==> src/verilog/dpc_pkg.sv <==
// Package holding constants, types and carriers for the converter control block
package dpc_pkg;

  // ==========================================================================
  // Sizes and cycle counts
  localparam int RESULT_W    = 12;   // Result width in bits
  localparam int ACQ_CYCLES  = 6;    // Internally timed acquisition, conversion clocks
  localparam int CONV_CYCLES = 12;   // Conversion length, conversion clocks
  localparam int INT_CLK_DIV = 10;   // Core clocks per internal conversion clock
  localparam int BYTE_W      = 8;    // Data bus width

  // ==========================================================================
  // Result byte layout on the bus
  localparam int RES_MSB     = 11;   // Sign / top result bit
  localparam int HI_NIB_LO   = 8;    // First bit of the high nibble
  localparam int BUS_NIB_LO  = 4;    // First upper bus line during high byte

  // ==========================================================================
  // Power and clock mode codes
  localparam logic [1:0] MODE_NORM_EXT = 2'h0;  // Normal, external clock
  localparam logic [1:0] MODE_NORM_INT = 2'h1;  // Normal, internal clock
  localparam logic [1:0] MODE_STBY_PD  = 2'h2;  // Standby power-down
  localparam logic [1:0] MODE_FULL_PD  = 2'h3;  // Full power-down
  localparam logic       CLK_EXT_RST   = 1'h0;  // External clock after reset

  // ==========================================================================
  // Control byte, bit 7 down to bit 0
  typedef struct packed {
    logic       powerClockSelHi;    // Bit 7
    logic       powerClockSelLo;    // Bit 6
    logic       externalAcquireSel; // Bit 5
    logic       rangeMagnitudeSel;  // Bit 4
    logic       bipolarSel;         // Bit 3
    logic [2:0] channelSel;         // Bits 2..0
  } dpc_ctrl_t;

  localparam dpc_ctrl_t CTRL_RST = 8'h00;  // Reset control byte

  // Parallel bus strobes
  typedef struct packed {
    logic csN;              // Chip select, low active
    logic wrN;              // Write strobe, low active
    logic rdN;              // Read strobe, low active
    logic highByteSelect;   // High result byte when set
  } dpc_bus_t;

  // Sequencer states, one-hot
  typedef enum logic [3:0] {
    ST_IDLE    = 4'h1,
    ST_ACQ_INT = 4'h2,
    ST_ACQ_EXT = 4'h4,
    ST_CONV    = 4'h8
  } dpc_state_t;

endpackage

==> src/verilog/dpc_sar.sv <==
// Successive approximation register stepping one bit per conversion clock
`timescale 1ns/1ps
`default_nettype none
module dpc_sar
(
  input  wire logic                          core_clk,  // Core clock
  input  wire logic                          reset_n,   // Async reset, low active
  input  wire logic                          start,     // Begin a conversion
  input  wire logic                          abort,     // Drop the running conversion
  input  wire logic                          tick,      // Conversion clock pulse
  input  wire logic                          compHigh,  // Input at or above trial
  output logic [dpc_pkg::RESULT_W-1:0]       trial,     // Trial code to the DAC
  output logic                               busy,      // Conversion running
  output logic                               donePulse, // One cycle at completion
  output logic [dpc_pkg::RESULT_W-1:0]       result     // Final code
);
  import dpc_pkg::*;

  typedef struct packed {
    logic                busy;
    logic [3:0]          pos;
    logic [RESULT_W-1:0] trial;
    logic                done;
    logic [RESULT_W-1:0] result;
  } dpc_sar_st_t;

  dpc_sar_st_t r;
  dpc_sar_st_t next_r;

  // ==========================================================================
  // Bit decision sequence
  always_comb
  begin
    next_r = r;
    next_r.done = 1'b0;
    if (start)
    begin
      // Start from mid-scale, top bit set
      next_r.busy  = 1'b1;
      next_r.pos   = 4'(RES_MSB);
      next_r.trial = {1'b1, {(RESULT_W-1){1'b0}}};
    end
    else if (abort)
    begin
      next_r.busy = 1'b0;
    end
    else if (r.busy && tick)
    begin
      if (!compHigh)
        next_r.trial[r.pos] = 1'b0;
      if (r.pos == 4'h0)
      begin
        next_r.busy   = 1'b0;
        next_r.done   = 1'b1;
        next_r.result = compHigh ? r.trial : (r.trial & {{(RESULT_W-1){1'b1}}, 1'b0});
      end
      else
      begin
        next_r.trial[r.pos-4'h1] = 1'b1;
        next_r.pos = r.pos - 4'h1;
      end
    end
  end

  // State register
  always_ff @(posedge core_clk or negedge reset_n)
  begin
    if (!reset_n)
      r <= '0;
    else
      r <= next_r;
  end

  assign trial     = r.trial;
  assign busy      = r.busy;
  assign donePulse = r.done;
  assign result    = r.result;

  // ==========================================================================
  // Checks: ticks seen between start and completion
  logic [4:0] tickSeen;
  always_ff @(posedge core_clk or negedge reset_n)
  begin
    if (!reset_n)
      tickSeen <= 5'h00;
    else if (start)
      tickSeen <= 5'h00;
    else if (r.busy && tick && !abort)
      tickSeen <= tickSeen + 5'h01;
  end

  conv_len_a: assert property (@(posedge core_clk) disable iff (!reset_n)
    r.done |-> tickSeen == 5'(CONV_CYCLES))
    else $error("conversion did not take twelve conversion clocks");

endmodule
`default_nettype wire

==> src/verilog/dpc_adc_control.sv <==
// Top of the converter control: bus port, sequencer, modes and result read
// ============================================================================
// Overview of operation
// - Acquire bit clear: track from write rise, hold after 6 clocks, convert.
// - Acquire bit set tracks open-ended; later write with it clear converts.
// - Second byte with acquire bit set restarts open-ended tracking.
// - Mode bits of the second external acquisition write are accepted.
// - Every conversion lasts 12 conversion clocks.
// - A write during conversion aborts it and starts a new acquisition.
// - Chip select high ignores strobes and floats the data bus.
// - Selected write captures all eight bus bits as control byte.
// - Bits 7-6 mode, 5 acquire style, 4 range, 3 polarity, 2-0 channel.
// - Polarity and range bits pick 0-5, 0-10, +-5, +-10 volt ranges.
// - Mode codes: normal ext, normal int, standby, full; power-down keeps clock.
// - Channel bits decode as binary channel zero through seven.
// - Read low byte with byte select low, high nibble with it high.
// - High byte upper lines zero if unipolar, copies of bit 11 if bipolar.
// - Result straight binary for unipolar, two's complement for bipolar.
// - Done output falls at completion, rises at first read or new write.
// - After reset: normal mode, external clock, done output high.
// - Soft power-down waits for conversion end; write falling edge wakes.
// - Shutdown pin low forces full power-down and aborts conversion.
`timescale 1ns/1ps
`default_nettype none
module dpc_adc_control
#(
  parameter int CLK_DIV = dpc_pkg::INT_CLK_DIV  // Core clocks per internal clock
)
(
  input  wire logic                      core_clk,          // 20 MHz core clock
  input  wire logic                      reset_n,           // Async reset, low active
  input  wire dpc_pkg::dpc_bus_t         bus,               // Bus strobes
  input  wire logic [dpc_pkg::BYTE_W-1:0] dataIn,           // Data bus input
  output logic [dpc_pkg::BYTE_W-1:0]     dataOut,           // Data bus output
  output logic                           dataOe,            // Data bus drive enable
  output logic                           doneN,             // Done, low active
  input  wire logic                      hardwareShutdownN, // Shutdown pin, low active
  input  wire logic                      extConvClk,        // External conversion clock
  input  wire logic                      compHigh,          // Comparator result
  output logic [dpc_pkg::RESULT_W-1:0]   sarTrial,          // Trial code to the DAC
  output logic                           trackHold,         // High while tracking
  output logic [2:0]                     channelSel,        // Input mux channel
  output logic                           bipolarSel,        // Bipolar range
  output logic                           rangeMagnitudeSel, // Ten volt magnitude
  output logic                           clkInternal,       // Internal clock in use
  output logic [1:0]                     powerMode          // Current power mode code
);
  import dpc_pkg::*;

  typedef struct packed {
    dpc_state_t          st;
    dpc_ctrl_t           ctrl;
    dpc_ctrl_t           wrLatch;
    logic                clkInt;
    logic [1:0]          pwr;
    logic                pdPend;
    logic [1:0]          pdMode;
    logic                doneN;
    logic [RESULT_W-1:0] result;
    logic                prevWr;
    logic                prevRd;
    logic                prevExt;
    logic [7:0]          divCnt;
    logic [2:0]          tickCnt;
    logic [BYTE_W-1:0]   dataOut;
  } dpc_top_st_t;

  dpc_top_st_t r;
  dpc_top_st_t next_r;

  logic                wrAct;
  logic                rdAct;
  logic                wrRise;
  logic                wrFall;
  logic                rdFall;
  logic                tick;
  logic                sarStart;
  logic                sarAbort;
  logic                sarDone;
  logic [RESULT_W-1:0] sarResult;
  logic [RESULT_W-1:0] coded;
  logic [3:0]          upperNib;

  // ==========================================================================
  // Strobe qualification; chip select high masks everything
  assign wrAct  = !bus.csN && !bus.wrN;
  assign rdAct  = !bus.csN && !bus.rdN;
  assign wrRise = r.prevWr && !wrAct;
  assign wrFall = wrAct && !r.prevWr;
  assign rdFall = rdAct && !r.prevRd;

  // Conversion clock: divider or edge of the sampled external clock
  assign tick = r.clkInt ? (r.divCnt == 8'(CLK_DIV-1)) : (extConvClk && !r.prevExt);

  // Bipolar codes flip the top bit of the offset code
  assign coded = r.ctrl.bipolarSel ? (sarResult ^ {1'b1, {(RESULT_W-1){1'b0}}}) : sarResult;
  assign upperNib = r.ctrl.bipolarSel ? {4{r.result[RES_MSB]}} : 4'h0;

  // ==========================================================================
  // Sequencer and mode logic
  always_comb
  begin
    next_r = r;
    next_r.prevWr  = wrAct;
    next_r.prevRd  = rdAct;
    next_r.prevExt = extConvClk;
    if (wrAct)
      next_r.wrLatch = dataIn;
    // Divider keeps running; harmless while the external clock is chosen
    if (r.divCnt == 8'(CLK_DIV-1))
      next_r.divCnt = 8'h00;
    else
      next_r.divCnt = r.divCnt + 8'h01;
    if (wrFall)
      next_r.pwr = MODE_NORM_EXT;
    if (rdFall)
      next_r.doneN = 1'b1;
    case (r.st)
      ST_IDLE:
      begin
        next_r.tickCnt = 3'h0;
      end
      ST_ACQ_INT:
      begin
        if (tick)
        begin
          if (r.tickCnt == 3'(ACQ_CYCLES-1))
          begin
            next_r.st = ST_CONV;
            next_r.tickCnt = 3'h0;
          end
          else
            next_r.tickCnt = r.tickCnt + 3'h1;
        end
      end
      ST_ACQ_EXT:
      begin
        next_r.tickCnt = 3'h0;
      end
      ST_CONV:
      begin
        if (sarDone)
        begin
          next_r.st = ST_IDLE;
          next_r.result = coded;
          next_r.doneN = 1'b0;
          if (r.pdPend)
          begin
            next_r.pwr = r.pdMode;
            next_r.pdPend = 1'b0;
          end
        end
      end
      default:
      begin
        next_r.st = ST_IDLE;
      end
    endcase
    // A committed control byte starts a new acquisition, or converts at once after external tracking
    if (wrRise && hardwareShutdownN)
    begin
      next_r.ctrl = r.wrLatch;
      next_r.tickCnt = 3'h0;
      if (!(r.st == ST_CONV && sarDone))
        next_r.doneN = 1'b1;
      if (!r.wrLatch.powerClockSelHi)
      begin
        next_r.clkInt = r.wrLatch.powerClockSelLo;
        next_r.pdPend = 1'b0;
      end
      else
      begin
        next_r.pdPend = 1'b1;
        next_r.pdMode = {r.wrLatch.powerClockSelHi, r.wrLatch.powerClockSelLo};
      end
      if (r.wrLatch.externalAcquireSel)
        next_r.st = ST_ACQ_EXT;
      else if (r.st == ST_ACQ_EXT)
        next_r.st = ST_CONV;
      else
        next_r.st = ST_ACQ_INT;
    end
    // Hardware shutdown overrides state, power mode and pending power-down
    if (!hardwareShutdownN)
    begin
      next_r.st = ST_IDLE;
      next_r.pwr = MODE_FULL_PD;
      next_r.pdPend = 1'b0;
    end
    // Output register; one cycle behind the byte select
    if (bus.highByteSelect)
      next_r.dataOut = {upperNib, r.result[RES_MSB:HI_NIB_LO]};
    else
      next_r.dataOut = r.result[BYTE_W-1:0];
  end

  // State register with power-up defaults
  always_ff @(posedge core_clk or negedge reset_n)
  begin
    if (!reset_n)
    begin
      r <= '0;
      r.st <= ST_IDLE;
      r.ctrl <= CTRL_RST;
      r.clkInt <= CLK_EXT_RST;
      r.pwr <= MODE_NORM_EXT;
      r.doneN <= 1'b1;
      r.prevWr <= 1'b0;
      r.prevRd <= 1'b0;
    end
    else
      r <= next_r;
  end

  // ==========================================================================
  // Conversion engine
  assign sarStart = (next_r.st == ST_CONV) && (r.st != ST_CONV);
  assign sarAbort = (r.st == ST_CONV) && (next_r.st != ST_CONV) && !sarDone;

  dpc_sar u_sar
  (
    .core_clk  (core_clk),
    .reset_n   (reset_n),
    .start     (sarStart),
    .abort     (sarAbort),
    .tick      (tick && (r.st == ST_CONV)),
    .compHigh  (compHigh),
    .trial     (sarTrial),
    .busy      (),
    .donePulse (sarDone),
    .result    (sarResult)
  );

  // Outputs
  assign dataOut           = r.dataOut;
  assign dataOe            = rdAct;
  assign doneN             = r.doneN;
  assign trackHold         = (r.st == ST_ACQ_INT) || (r.st == ST_ACQ_EXT);
  assign channelSel        = r.ctrl.channelSel;
  assign bipolarSel        = r.ctrl.bipolarSel;
  assign rangeMagnitudeSel = r.ctrl.rangeMagnitudeSel;
  assign clkInternal       = r.clkInt;
  assign powerMode         = r.pwr;

  // ==========================================================================
  // Checks
  bus_float_a: assert property (@(posedge core_clk) disable iff (!reset_n)
    bus.csN |-> !dataOe)
    else $error("data bus driven while deselected");

  done_fall_a: assert property (@(posedge core_clk) disable iff (!reset_n)
    (r.st == ST_CONV && sarDone) |=> !doneN && r.result == $past(coded))
    else $error("done or result missing at completion");

  done_rise_a: assert property (@(posedge core_clk) disable iff (!reset_n)
    (rdFall && !sarDone) |=> doneN)
    else $error("done not released on read");

  acq_len_a: assert property (@(posedge core_clk) disable iff (!reset_n)
    (r.st == ST_ACQ_INT && next_r.st == ST_CONV) |-> tick && r.tickCnt == 3'(ACQ_CYCLES-1))
    else $error("internal acquisition not six clocks");

  ext_hold_a: assert property (@(posedge core_clk) disable iff (!reset_n)
    (r.st == ST_ACQ_EXT && !wrRise && hardwareShutdownN) |=> r.st == ST_ACQ_EXT)
    else $error("external acquisition ended without a write");

  abort_conv_a: assert property (@(posedge core_clk) disable iff (!reset_n)
    (r.st == ST_CONV && wrRise && hardwareShutdownN && !r.wrLatch.externalAcquireSel)
      |=> r.st == ST_ACQ_INT)
    else $error("write during conversion did not restart acquisition");

  shutdown_a: assert property (@(posedge core_clk) disable iff (!reset_n)
    !hardwareShutdownN |=> powerMode == MODE_FULL_PD && r.st == ST_IDLE)
    else $error("shutdown pin not obeyed");

  pd_defer_a: assert property (@(posedge core_clk) disable iff (!reset_n)
    (r.st == ST_CONV && $past(r.st) == ST_CONV && hardwareShutdownN) |->
      powerMode == $past(r.pwr) || $past(wrFall))
    else $error("power mode changed during conversion");

  hi_byte_a: assert property (@(posedge core_clk) disable iff (!reset_n)
    bus.highByteSelect |=> dataOut[BYTE_W-1:BUS_NIB_LO] ==
      ($past(r.ctrl.bipolarSel) ? {4{$past(r.result[RES_MSB])}} : 4'h0))
    else $error("high byte upper lines wrong");

  clk_keep_a: assert property (@(posedge core_clk) disable iff (!reset_n)
    (wrRise && r.wrLatch.powerClockSelHi) |=> clkInternal == $past(r.clkInt))
    else $error("power-down write changed clock source");

endmodule
`default_nettype wire

==> config.mk <==
export PLATFORM = sky130hd
export DESIGN_NAME = dpc_adc_control
export DESIGN_NICKNAME = d
export VERILOG_FILES = /design/src/verilog/dpc_pkg.sv /design/src/verilog/dpc_sar.sv /design/src/verilog/dpc_adc_control.sv
export SDC_FILE = /design/constraint.sdc
export NUM_CORES = 1
export LEC_CHECK = 0
export BUFFER_PORTS_ARGS = -buffer_cell sky130_fd_sc_hd__buf_2
export CELL_PAD_IN_SITES_DETAIL_PLACEMENT = 1
export CELL_PAD_IN_SITES_GLOBAL_PLACEMENT = 1
export CORE_UTILIZATION = 35
export DETAILED_ROUTE_END_ITERATION = 8
export GPL_TIMING_DRIVEN = 0
export PLACE_DENSITY_LB_ADDON = 0.05
export SLEW_MARGIN = 20
export SYNTH_ARGS = -nofsm -noshare
export SYNTH_HDL_FRONTEND = slang
export SYNTH_SLANG_ARGS = --single-unit
==> constraint.sdc <==
create_clock -name core_clk -period 6.2 [get_ports core_clk]
set_input_delay 0.93 -clock core_clk [delete_from_list [all_inputs] [get_ports core_clk]]
set_output_delay 0.93 -clock core_clk [all_outputs]
set_load 0.05 [all_outputs]
* After elaboration in Yosys (flattened, before gate mapping) *
Cells that the tools add are included.

storage, ports and cells
  bits in latches = 0
  output and inout bits = 31
  memories = 0
  bits in writable memories = 0
  logic and storage cells = 143
  bits of input ports = 17
  register bits = 91
  memory bits (read-only) = 0

operators by class
  shifts and indexed selects = 0
  $mul = 0
  bitwise logic cells = 7
  reductions and logical operators = 39
  add/subtract/negate cells = 3
  equal/unequal tests = 14
  divide/modulo/power cells = 0
  multiplexer cells = 46
  magnitude comparators = 4

operators by type and width
  kind                                                                count
  2-to-1 mux 12 bit                                                   6
  2-to-1 mux 13 bit                                                   4
  2-to-1 mux 4 bit                                                    8
  2-to-1 mux 30 bit                                                   1
  2-to-1 mux 29 bit                                                   1
  2-to-1 mux 3 bit                                                    7
  2-to-1 mux 17 bit                                                   1
  2-to-1 mux 16 bit                                                   1
  2-to-1 mux 8 bit                                                    2
  logical AND 1 bit                                                   15
  AND reduction 2 bit                                                 7
  AND 12 bit                                                          1
  inverter 12 bit                                                     1
  bitwise OR 12 bit                                                   1
  case mux 4 bit (3 select lines)                                     1
  < comparator 4 x 5 -> 1 bit (second input constant)                 2
  2-to-1 mux 1 bit                                                    9
  nonzero test 3 bit                                                  3
  adder 8 x 1 -> 8 bit (second input constant)                        1
  demux 1 bit (select 4 bit)                                          2
  == test 4 bit (second input constant)                               2
  == test 8 x 4 -> 1 bit (second input constant)                      1
  greater-or-equal comparator 4 x 1 -> 1 bit (second input constant)  2
  logical NOT 1 bit                                                   8
  19 further kinds                                                    26

* Longest topological paths before layout *
Gate-level depths: netlist of the first run.

  depth in word-level cells = 17
  gate-level depth with buffers = 10

* By module *
A second synthesis of the first run with hierarchy kept.

unflattened totals
  cell total of the unflattened synthesis = 359
  area total of the unflattened synthesis = 4139.0 um^2

by module, submodules not included
  module           cells an instance  seq. area each (um^2)  instances  area each (um^2)
  dpc_adc_control  214                1453.9                 1          2518.7
  dpc_sar          145                750.7                  1          1620.3

* Worst setup path after synthesis of the first run *
No wires, ideal clock.

  path type = in2out
  from = input port bus[3] (netlist bit)
  to = output port dataOe
  stages = 1
  data arrival time = 1608 ps
  data required time = 5270 ps
  setup slack = 3662 ps
  cell sequence = nor2_1

on the way
  longest elaborated chain between the ends = 2

ends and longest elaborated chain
  item                RTL line               RTL
  start: declaration  dpc_adc_control.sv:32  input wire dpc_pkg::dpc_bus_t bus,
  logical NOT 1 bit   dpc_adc_control.sv:87  assign rdAct = !bus.csN && !bus.rdN;
  logical AND 1 bit   dpc_adc_control.sv:87
  end: declaration    dpc_adc_control.sv:35  output logic dataOe,

Every way passes these cells.

* Worst setup path in the final report of the first run *
  from = register r[59] (netlist bit)
  to = output port trackHold

on the way
  longest elaborated chain between the ends = 2
  elaborated cells on any way between the ends = 3
  classes of those cells = 2 x eq/ne; 1 x reduce/logical

ends and longest elaborated chain
  item                                                              RTL line                RTL
  start: declaration                                                dpc_adc_control.sv:68   dpc_top_st_t r;
  start signal: assignment                                          dpc_adc_control.sv:212  r <= next_r;
  == test 4 x 2 -> 1 bit or == test 4 x 3 -> 1 bit (tied branches)  dpc_adc_control.sv:238  assign trackHold = (r.st == ST_ACQ_INT) || (r.st == ST_ACQ_EXT);
  logical OR 1 bit *                                                dpc_adc_control.sv:238
  end: declaration                                                  dpc_adc_control.sv:41   output logic trackHold,

Every way passes the cells marked *; elsewhere a longest branch is shown, timed or not.

==> results of run 1 <==
-- synthesized netlist by cell type, types with 2 or more instances --
library cell / number / area share, %
nand3_1: 13 / 1.6
o21ai_0: 25 / 3.0
nand4bb_1: 2 / 0.54
nor3b_1: 3 / 0.54
a31oi_1: 3 / 0.45
o31ai_1: 3 / 0.54
nor2b_1: 7 / 1.1
clkbuf_1: 11 / 1.0
nor2_1: 23 / 2.1
ha_1: 2 / 0.60
xor2_1: 2 / 0.42
or3b_2: 2 / 0.42
a21o_1: 5 / 0.91
nor4_1: 2 / 0.30
nand2_1: 53 / 4.8
dfrtp_1: 86 / 52
a21oi_1: 9 / 1.1
mux2i_1: 2 / 0.48
xnor2_1: 6 / 1.3
o21a_1: 2 / 0.36
dfstp_2: 2 / 1.3
inv_1: 7 / 0.63
o2bb2ai_1: 5 / 1.1
buf_4: 25 / 4.5
nand2b_1: 4 / 0.60
mux2_2: 29 / 7.9
and3_1: 3 / 0.45
nor3_1: 8 / 0.97
o22ai_1: 2 / 0.30
mux2_4: 7 / 2.5
a21boi_0: 5 / 0.91
buf_6: 3 / 0.82
-- power by group through the flow --
| stage | clock network [mW] | registers (mW) | logic (mW) |
|---|---|---|---|
| 5_1_grt | 0.602 | 0.623 | 0.154 |
| 3_3_place_gp | 0 | 0.629 | 0.141 |
| 2_1_floorplan | 0 | 0.644 | 0.0825 |
| 3_5_place_dp | 0 | 0.631 | 0.145 |
| 4_1_cts | 0.579 | 0.620 | 0.146 |
| 6_report | 0.558 | 0.619 | 0.142 |
-- final cells by class --
type	count	area share [%]
sequential	88	45.1
multi-input combinational	245	33.6
timing repair buffer	47	5.41
buffer	39	5.38
clock buffer	10	4.69
tap	143	3.66
clock inverter	6	1.49
inverter	8	0.615
-- registers in the layout, indices dropped and copies added (netlist names) --
signal	cells
bipolarSel	1
dataOut	8
rangeMagnitudeSel	1
u_sar.donePulse	1
u_sar.r	4
u_sar.result	12
doneN	1
u_sar.trial	12
channelSel	3
clkInternal	1
powerMode	2
u_sar.busy	1
r	41
-- path summary, 6_finish.rpt --
check / from / endpoint / slack [ps] / cells past startpoint
min: reset_n / channelSel[0]$_DFFE_PN0P_ / 470 / 1
min reg2reg: r[36]$_DFFE_PN0P_ / r[36]$_DFFE_PN0P_ / 470 / 1
max in group asynchronous: reset_n / r[57]$_DFF_PN1_ / 5090 / 2
min in group core_clk: r[36]$_DFFE_PN0P_ / r[36]$_DFFE_PN0P_ / 470 / 1
max: r[59]$_DFF_PN0_ / trackHold / 3450 / 3
max reg2reg: r[12]$_DFF_PN0_ / u_sar.trial[2]$_DFFE_PN0P_ / 3750 / 9
-- logic make-up after synthesis --
logic type,after synthesis,synth area share [%]
multiplexers,38,10.9
AO/OA/AOI/OAI,66,10.6
buffers and inverters,47,7.07
adder cells (fa/ha/maj),2,0.604
XOR/XNOR,8,1.69
flip-flops,88,53.3
AND/OR/NAND/NOR,131,15.8
-- critical path, cell delays in order (launching register included) --
cell     delay, ps
dfrtp_1        460
or4b_1         640
nand2_1        110
buf_2          260
-- per-layer routing --
layer  vias to the layer above  GRT usage [%]  share of wire (%)
met4                         0           7.20                2.0
li1                       1406              -                  -
met5                         -              0                  0
met1                      1439           23.1                 49
met2                        40           24.8                 45
met3                        10           3.99                3.4
==> impl_results.md, run 1 <==
- Outcome: complete, no violations
- Worst-Margin Slew: 608 ps
- Register Area: 0.00220 mm²
- Gate Count Post-Synth: 380
- Logic pwr share: 10.8%
- Port bufs: 46
- Worst VDD drop: 0.000150 V
- Min Tclk post-route: 2750 ps
- Clock Pin Slew Worst Setup and Hold Paths: 60 ps
- Mapped cell area: 0.00414 mm²
- Pwr Density: 270 mW/mm²
- Post-CTS Hold Buffers: 0
- Core Region: 0.0115 mm²
- Full die area: 0.0123 mm²
- CTS Buf Count: 9
- DP Area: 0.00458 mm²
- Residual DRC count: 0
- Critical Path Fanout Max: 8
- Most common cell after layout, fill and taps aside: dfrtp_1
- RSZ-0062 raised after global routing: false
- Net count, final: 457
- Setup bufs post-CTS: 0
- Final count of hold timing violations: 0
- Ys Warns: 0
- Post-DP HPWL: 6490 µm
- Hold Crit Class: input pin to async pin
- Grt ovf: 0
- Routed vias: 2895
- Crit path arrival time: 1820 ps
- Final instance area: 0.00488 mm²
- Flops & latches, synth: 88
- Post-layout util: 42.6%
- Seq pwr share: 46.9%
- Most frequent cells in the layout: dfrtp_1 (86), nand2_1 (53), buf_2 (45), mux2_2 (29)
- Switch Pwr: 0.352 mW
- Routed wire length: 9090 µm
- Leakage: 2.39 nW
- Type of origin of the critical path: flop
- Starting density of the core: 36.1%
- Pwr Total: 1.32 mW
- Initial antenna violation count: 0
- Clk pwr share: 42.3%
- Slew Limit Fails: 0
- Post-Syn Nets: 399
- Cell count after placement: 570
- CTS root buf: clkbuf_16
- Setup Viol. Count Final: 0
- Internal power: 0.967 mW
- Sum Neg Setup Slack: 0 ps
- Post-place setup slack: 3090 ps
- Number of global-route vias before repair: 3084
- Die X: 111 µm
- Final Non-Filler Cells: 586
- N_diodes: 0
- CP required: 5270 ps
- Crit. End Element: output pin
- Antenna Nets Post-Route: 0
- First-pass GRT wire length: 16100 µm
- Max Cap Viol: 0
- CTS tree: built
- Vias/cell: 4.94
- Row count: 39
- WL/cell: 15.5 µm
- Num Clock Sinks: 88
- Slew headroom: 58.9%
- CTS resizes: 0
- Setup ws final: 3450 ps
- First drt pass iteration count: 4
- Chip Height: 111 µm
- Post-Syn Area per Cell: 10.9 µm²
- Ports: 48
- Number of flops mapped to enable cells by yosys: 0
- All-Layer GR Usage: 16.7%
- Fin Hold WS: 466 ps
- Final Cycle Share: 44.4%
- Worst-skew pair later-pin latency: 350 ps
- Clock Skew: 7.50 ps
- Clock Path Buffers: 2
- Register area share after synthesis: 53.3%
- Post-synth ARST share: 100%
- Top FF cell, synth: dfrtp_1
- Routability cong.: 0.751
- CP Class: flop to output pin
- Synth unique cells: 51
- Max Freq: 364 MHz
- Pin count of the biggest net entering global routing: 56
- H-tree Lvls: 3
- Share of cells above drive strength 1: 30.7%
- Multi-input logic area: 0.00164 mm²
- Sw Ratio: 26.7%
- Fillcell total: 1301
- Area grow syn2layout: 18.0%
- Initial DRC Count: 86
No activity file was read; power rests on OpenSTA's default activity.
==> run 2: changes to the inputs <==
==> constraint.sdc (replaced) <==
create_clock -name core_clk -period 2.65 [get_ports core_clk]
set_input_delay 0.3975 -clock core_clk [delete_from_list [all_inputs] [get_ports core_clk]]
set_output_delay 0.3975 -clock core_clk [all_outputs]
set_load 0.05 [all_outputs]
==> run 2 against run 1 <==
Critical path depth rose by 6. Combinational power rose by 140%. Non-clock buffer count rose by 1. Clock power rose by 130%. Die area did not move. Worst hold slack got worse by 290 ps. Highest routed layer unchanged.
==> impl_results.md, run 2 (synthesis results as in run 1) <==
- Switch Pwr: 0.824 mW (+130%)
- Worst VDD drop: 0.000355 V (+140%)
- CP required: 2890 ps (-2380 ps)
- Final Cycle Share: 92.6%
- Internal power: 2.26 mW (+130%)
- Leakage: 2.39 nW (+0.17%)
- Port bufs: 46 (unchanged)
- Most common cell after layout, fill and taps aside: dfrtp_1
- Final Non-Filler Cells: 587 (+0.17%)
- Hold Crit Class: input pin to flop
- Starting density of the core: 36.1% (unchanged)
- N_diodes: 0 (unchanged)
- Core Region: 0.0115 mm² (unchanged)
- Post-layout util: 42.7% (+0.087 points)
- Reg2Reg Capture Point: u_sar.trial[2]$_DFFE_PN0P_
- Slew headroom: 58.9% (unchanged)
- R2R Path Start: r[12]$_DFF_PN0_
- Highest Signal Layer: met4
- Pin count of the biggest net entering global routing: 56 (unchanged)
- Residual DRC count: 0 (unchanged)
- Initial DRC Count: 80 (-7.0%)
- Worst-skew pair later-pin latency: 350 ps (about the same)
- Chip Height: 111 µm (unchanged)
- Cell family with most CP delay: compound AO/OA/AOI/OAI gates
- Initial antenna violation count: 0 (unchanged)
- Most frequent cells in the layout: dfrtp_1 (86), nand2_1 (53), buf_2 (45), mux2_2 (29)
- Logic pwr share: 10.8% (about the same)
- Crit path arrival time: 2700 ps (+880 ps)
- Fillcell total: 1302 (+0.077%)
- WP buf/inv: 2 (+1)
- Num Clock Sinks: 88 (unchanged)
- WL/cell: 15.5 µm (-0.25%)
- Antenna Nets Post-Route: 0 (unchanged)
- Clock Pin Slew Worst Setup and Hold Paths: 70 ps (about the same)
- CTS Buf Count: 9 (unchanged)
- Number of global-route vias before repair: 3078 (-0.19%)
- Grt ovf: 0 (unchanged)
- Most used cell along the critical path: a21o_1
- Vias/cell: 4.93 (-0.14%)
- Sw Ratio: 26.7% (about the same)
- Clock Path Buffers: 2 (unchanged)
- Row count: 39 (unchanged)
- Routability cong.: 0.751 (unchanged)
- First-pass GRT wire length: 16100 µm (about the same)
- Full die area: 0.0123 mm² (unchanged)
- Routed met2 length: 4100 µm (-0.41%)
- Area grow syn2layout: 18.2%
- RSZ-0062 raised after global routing: false
- Setup Viol. Count Final: 0 (unchanged)
- CTS resizes: 0 (unchanged)
- Max Freq: 407 MHz
- Crit-path cells: inv_1, ha_1, or4b_4, o21ai_4, and2b_1, a31oi_4, a21o_1, buf_6, a21o_1
- Cell count after placement: 570 (unchanged)
- Seq pwr share: 46.9% (about the same)
- Routed vias: 2896 (+0.035%)
- Clk pwr share: 42.3% (about the same)
- Reg-to-reg setup timing slack: 200 ps (-3550 ps)
- First drt pass iteration count: 4 (unchanged)
- Metal-1 WL: 4500 µm (+0.27%)
- H-tree Lvls: 3 (unchanged)
- Routed wire length: 9090 µm (about the same)
- Post-DP HPWL: 6490 µm (unchanged)
- Die X: 111 µm (unchanged)
- Slew Limit Fails: 0 (unchanged)
- Ports: 48 (unchanged)
- Outcome: complete, no violations
- Critical Path Fanout Max: 10 (+2)
- Max reg flops: 41 (unchanged)
- Min-delay src: extConvClk
- CP max stage cell: or4b_4
- Final count of hold timing violations: 0 (unchanged)
- Min Tclk post-route: 2450 ps
- Max Cap Viol: 0 (unchanged)
- Hold path endpoint: r[19]$_DFF_PN0_
- Met3 wire len: 306 µm (-0.65%)
- Clock Skew: 7.50 ps (-0.0000500 ps)
- Net count, final: 458 (+0.22%)
- Sum Neg Setup Slack: 0 ps (unchanged)
- Worst hold stages: 1
- CP Class: flop to flop
- FF-to-FF path depth: 9 (unchanged)
- Pwr Density: 631 mW/mm² (+130%)
- Share of cells above drive strength 1: 30.6% (-0.069 points)
- All-Layer GR Usage: 16.7% (about the same)
- Crit. End Element: flop
- Largest Register: r
- CTS root buf: clkbuf_16
- Worst-Margin Slew: 608 ps (-0.000834 ps)
- CTS tree: built
- Type of origin of the critical path: flop
- Critical path's largest stage delay: 490 ps (-150 ps)
## run 2: final cells by class
type	count	area (µm²)	area share (%)
clock buffers	10	229	4.68
well taps	143	179	3.66
repair buffers	48	274	5.60
flip-flops and latches	88	2200	45.1
multi-input cells	245	1640	33.5
clock inverters	6	72.6	1.48
inverters	8	30.0	0.614
plain buffers	39	263	5.37
## run 2: power groups by stage
stage	registers, mW	clock network [mW]	logic [mW]
CTS	1.45	1.35	0.342
finish	1.45	1.30	0.334
detailed placement	1.48	0	0.339
global placement	1.47	0	0.330
global route	1.46	1.41	0.363
floorplan	1.51	0	0.193
## run 2: through the flow
stage	total power [mW]	instance area [µm²]	hold slack, ps	setup WS, ps
finish	3.09	4890	171	195
global route	3.23	4890	168	65.2
CTS	3.15	4890	156	165
detailed placement	1.81	4580	313	76.4
global placement	1.80	4550	444	18.8
floorplan	1.70	4140	102	380
## run 2: routing by layer
metal	GRT usage, %	vias up
li1	-	1408
met1	23.1	1438
met2	24.8	40
met3	3.99	10
met4	7.20	0
met5	0	-
## run 2: worst max-delay path by stage
stage / endpoint / depth (start not counted) / start
2_1_floorplan: u_sar.result[10]$_DFFE_PN0P_ / 9 / r[12]$_DFF_PN0_
3_3_place_gp: u_sar.trial[10]$_DFFE_PN0P_ / 9 / bus[2]
3_5_place_dp: u_sar.trial[2]$_DFFE_PN0P_ / 9 / bus[2]
4_1_cts: u_sar.trial[2]$_DFFE_PN0P_ / 9 / r[12]$_DFF_PN0_
5_1_grt: u_sar.trial[10]$_DFFE_PN0P_ / 9 / r[12]$_DFF_PN0_
6_report: u_sar.trial[2]$_DFFE_PN0P_ / 9 / r[12]$_DFF_PN0_
## run 2: what timing repair did
item | 4_1_cts | 5_1_grt
endpoints found under the hold margin | 33 | 0
setup endpoints to repair | 0 | 0
buffers inserted | 0 | 0
hold buffers | 1 | 0
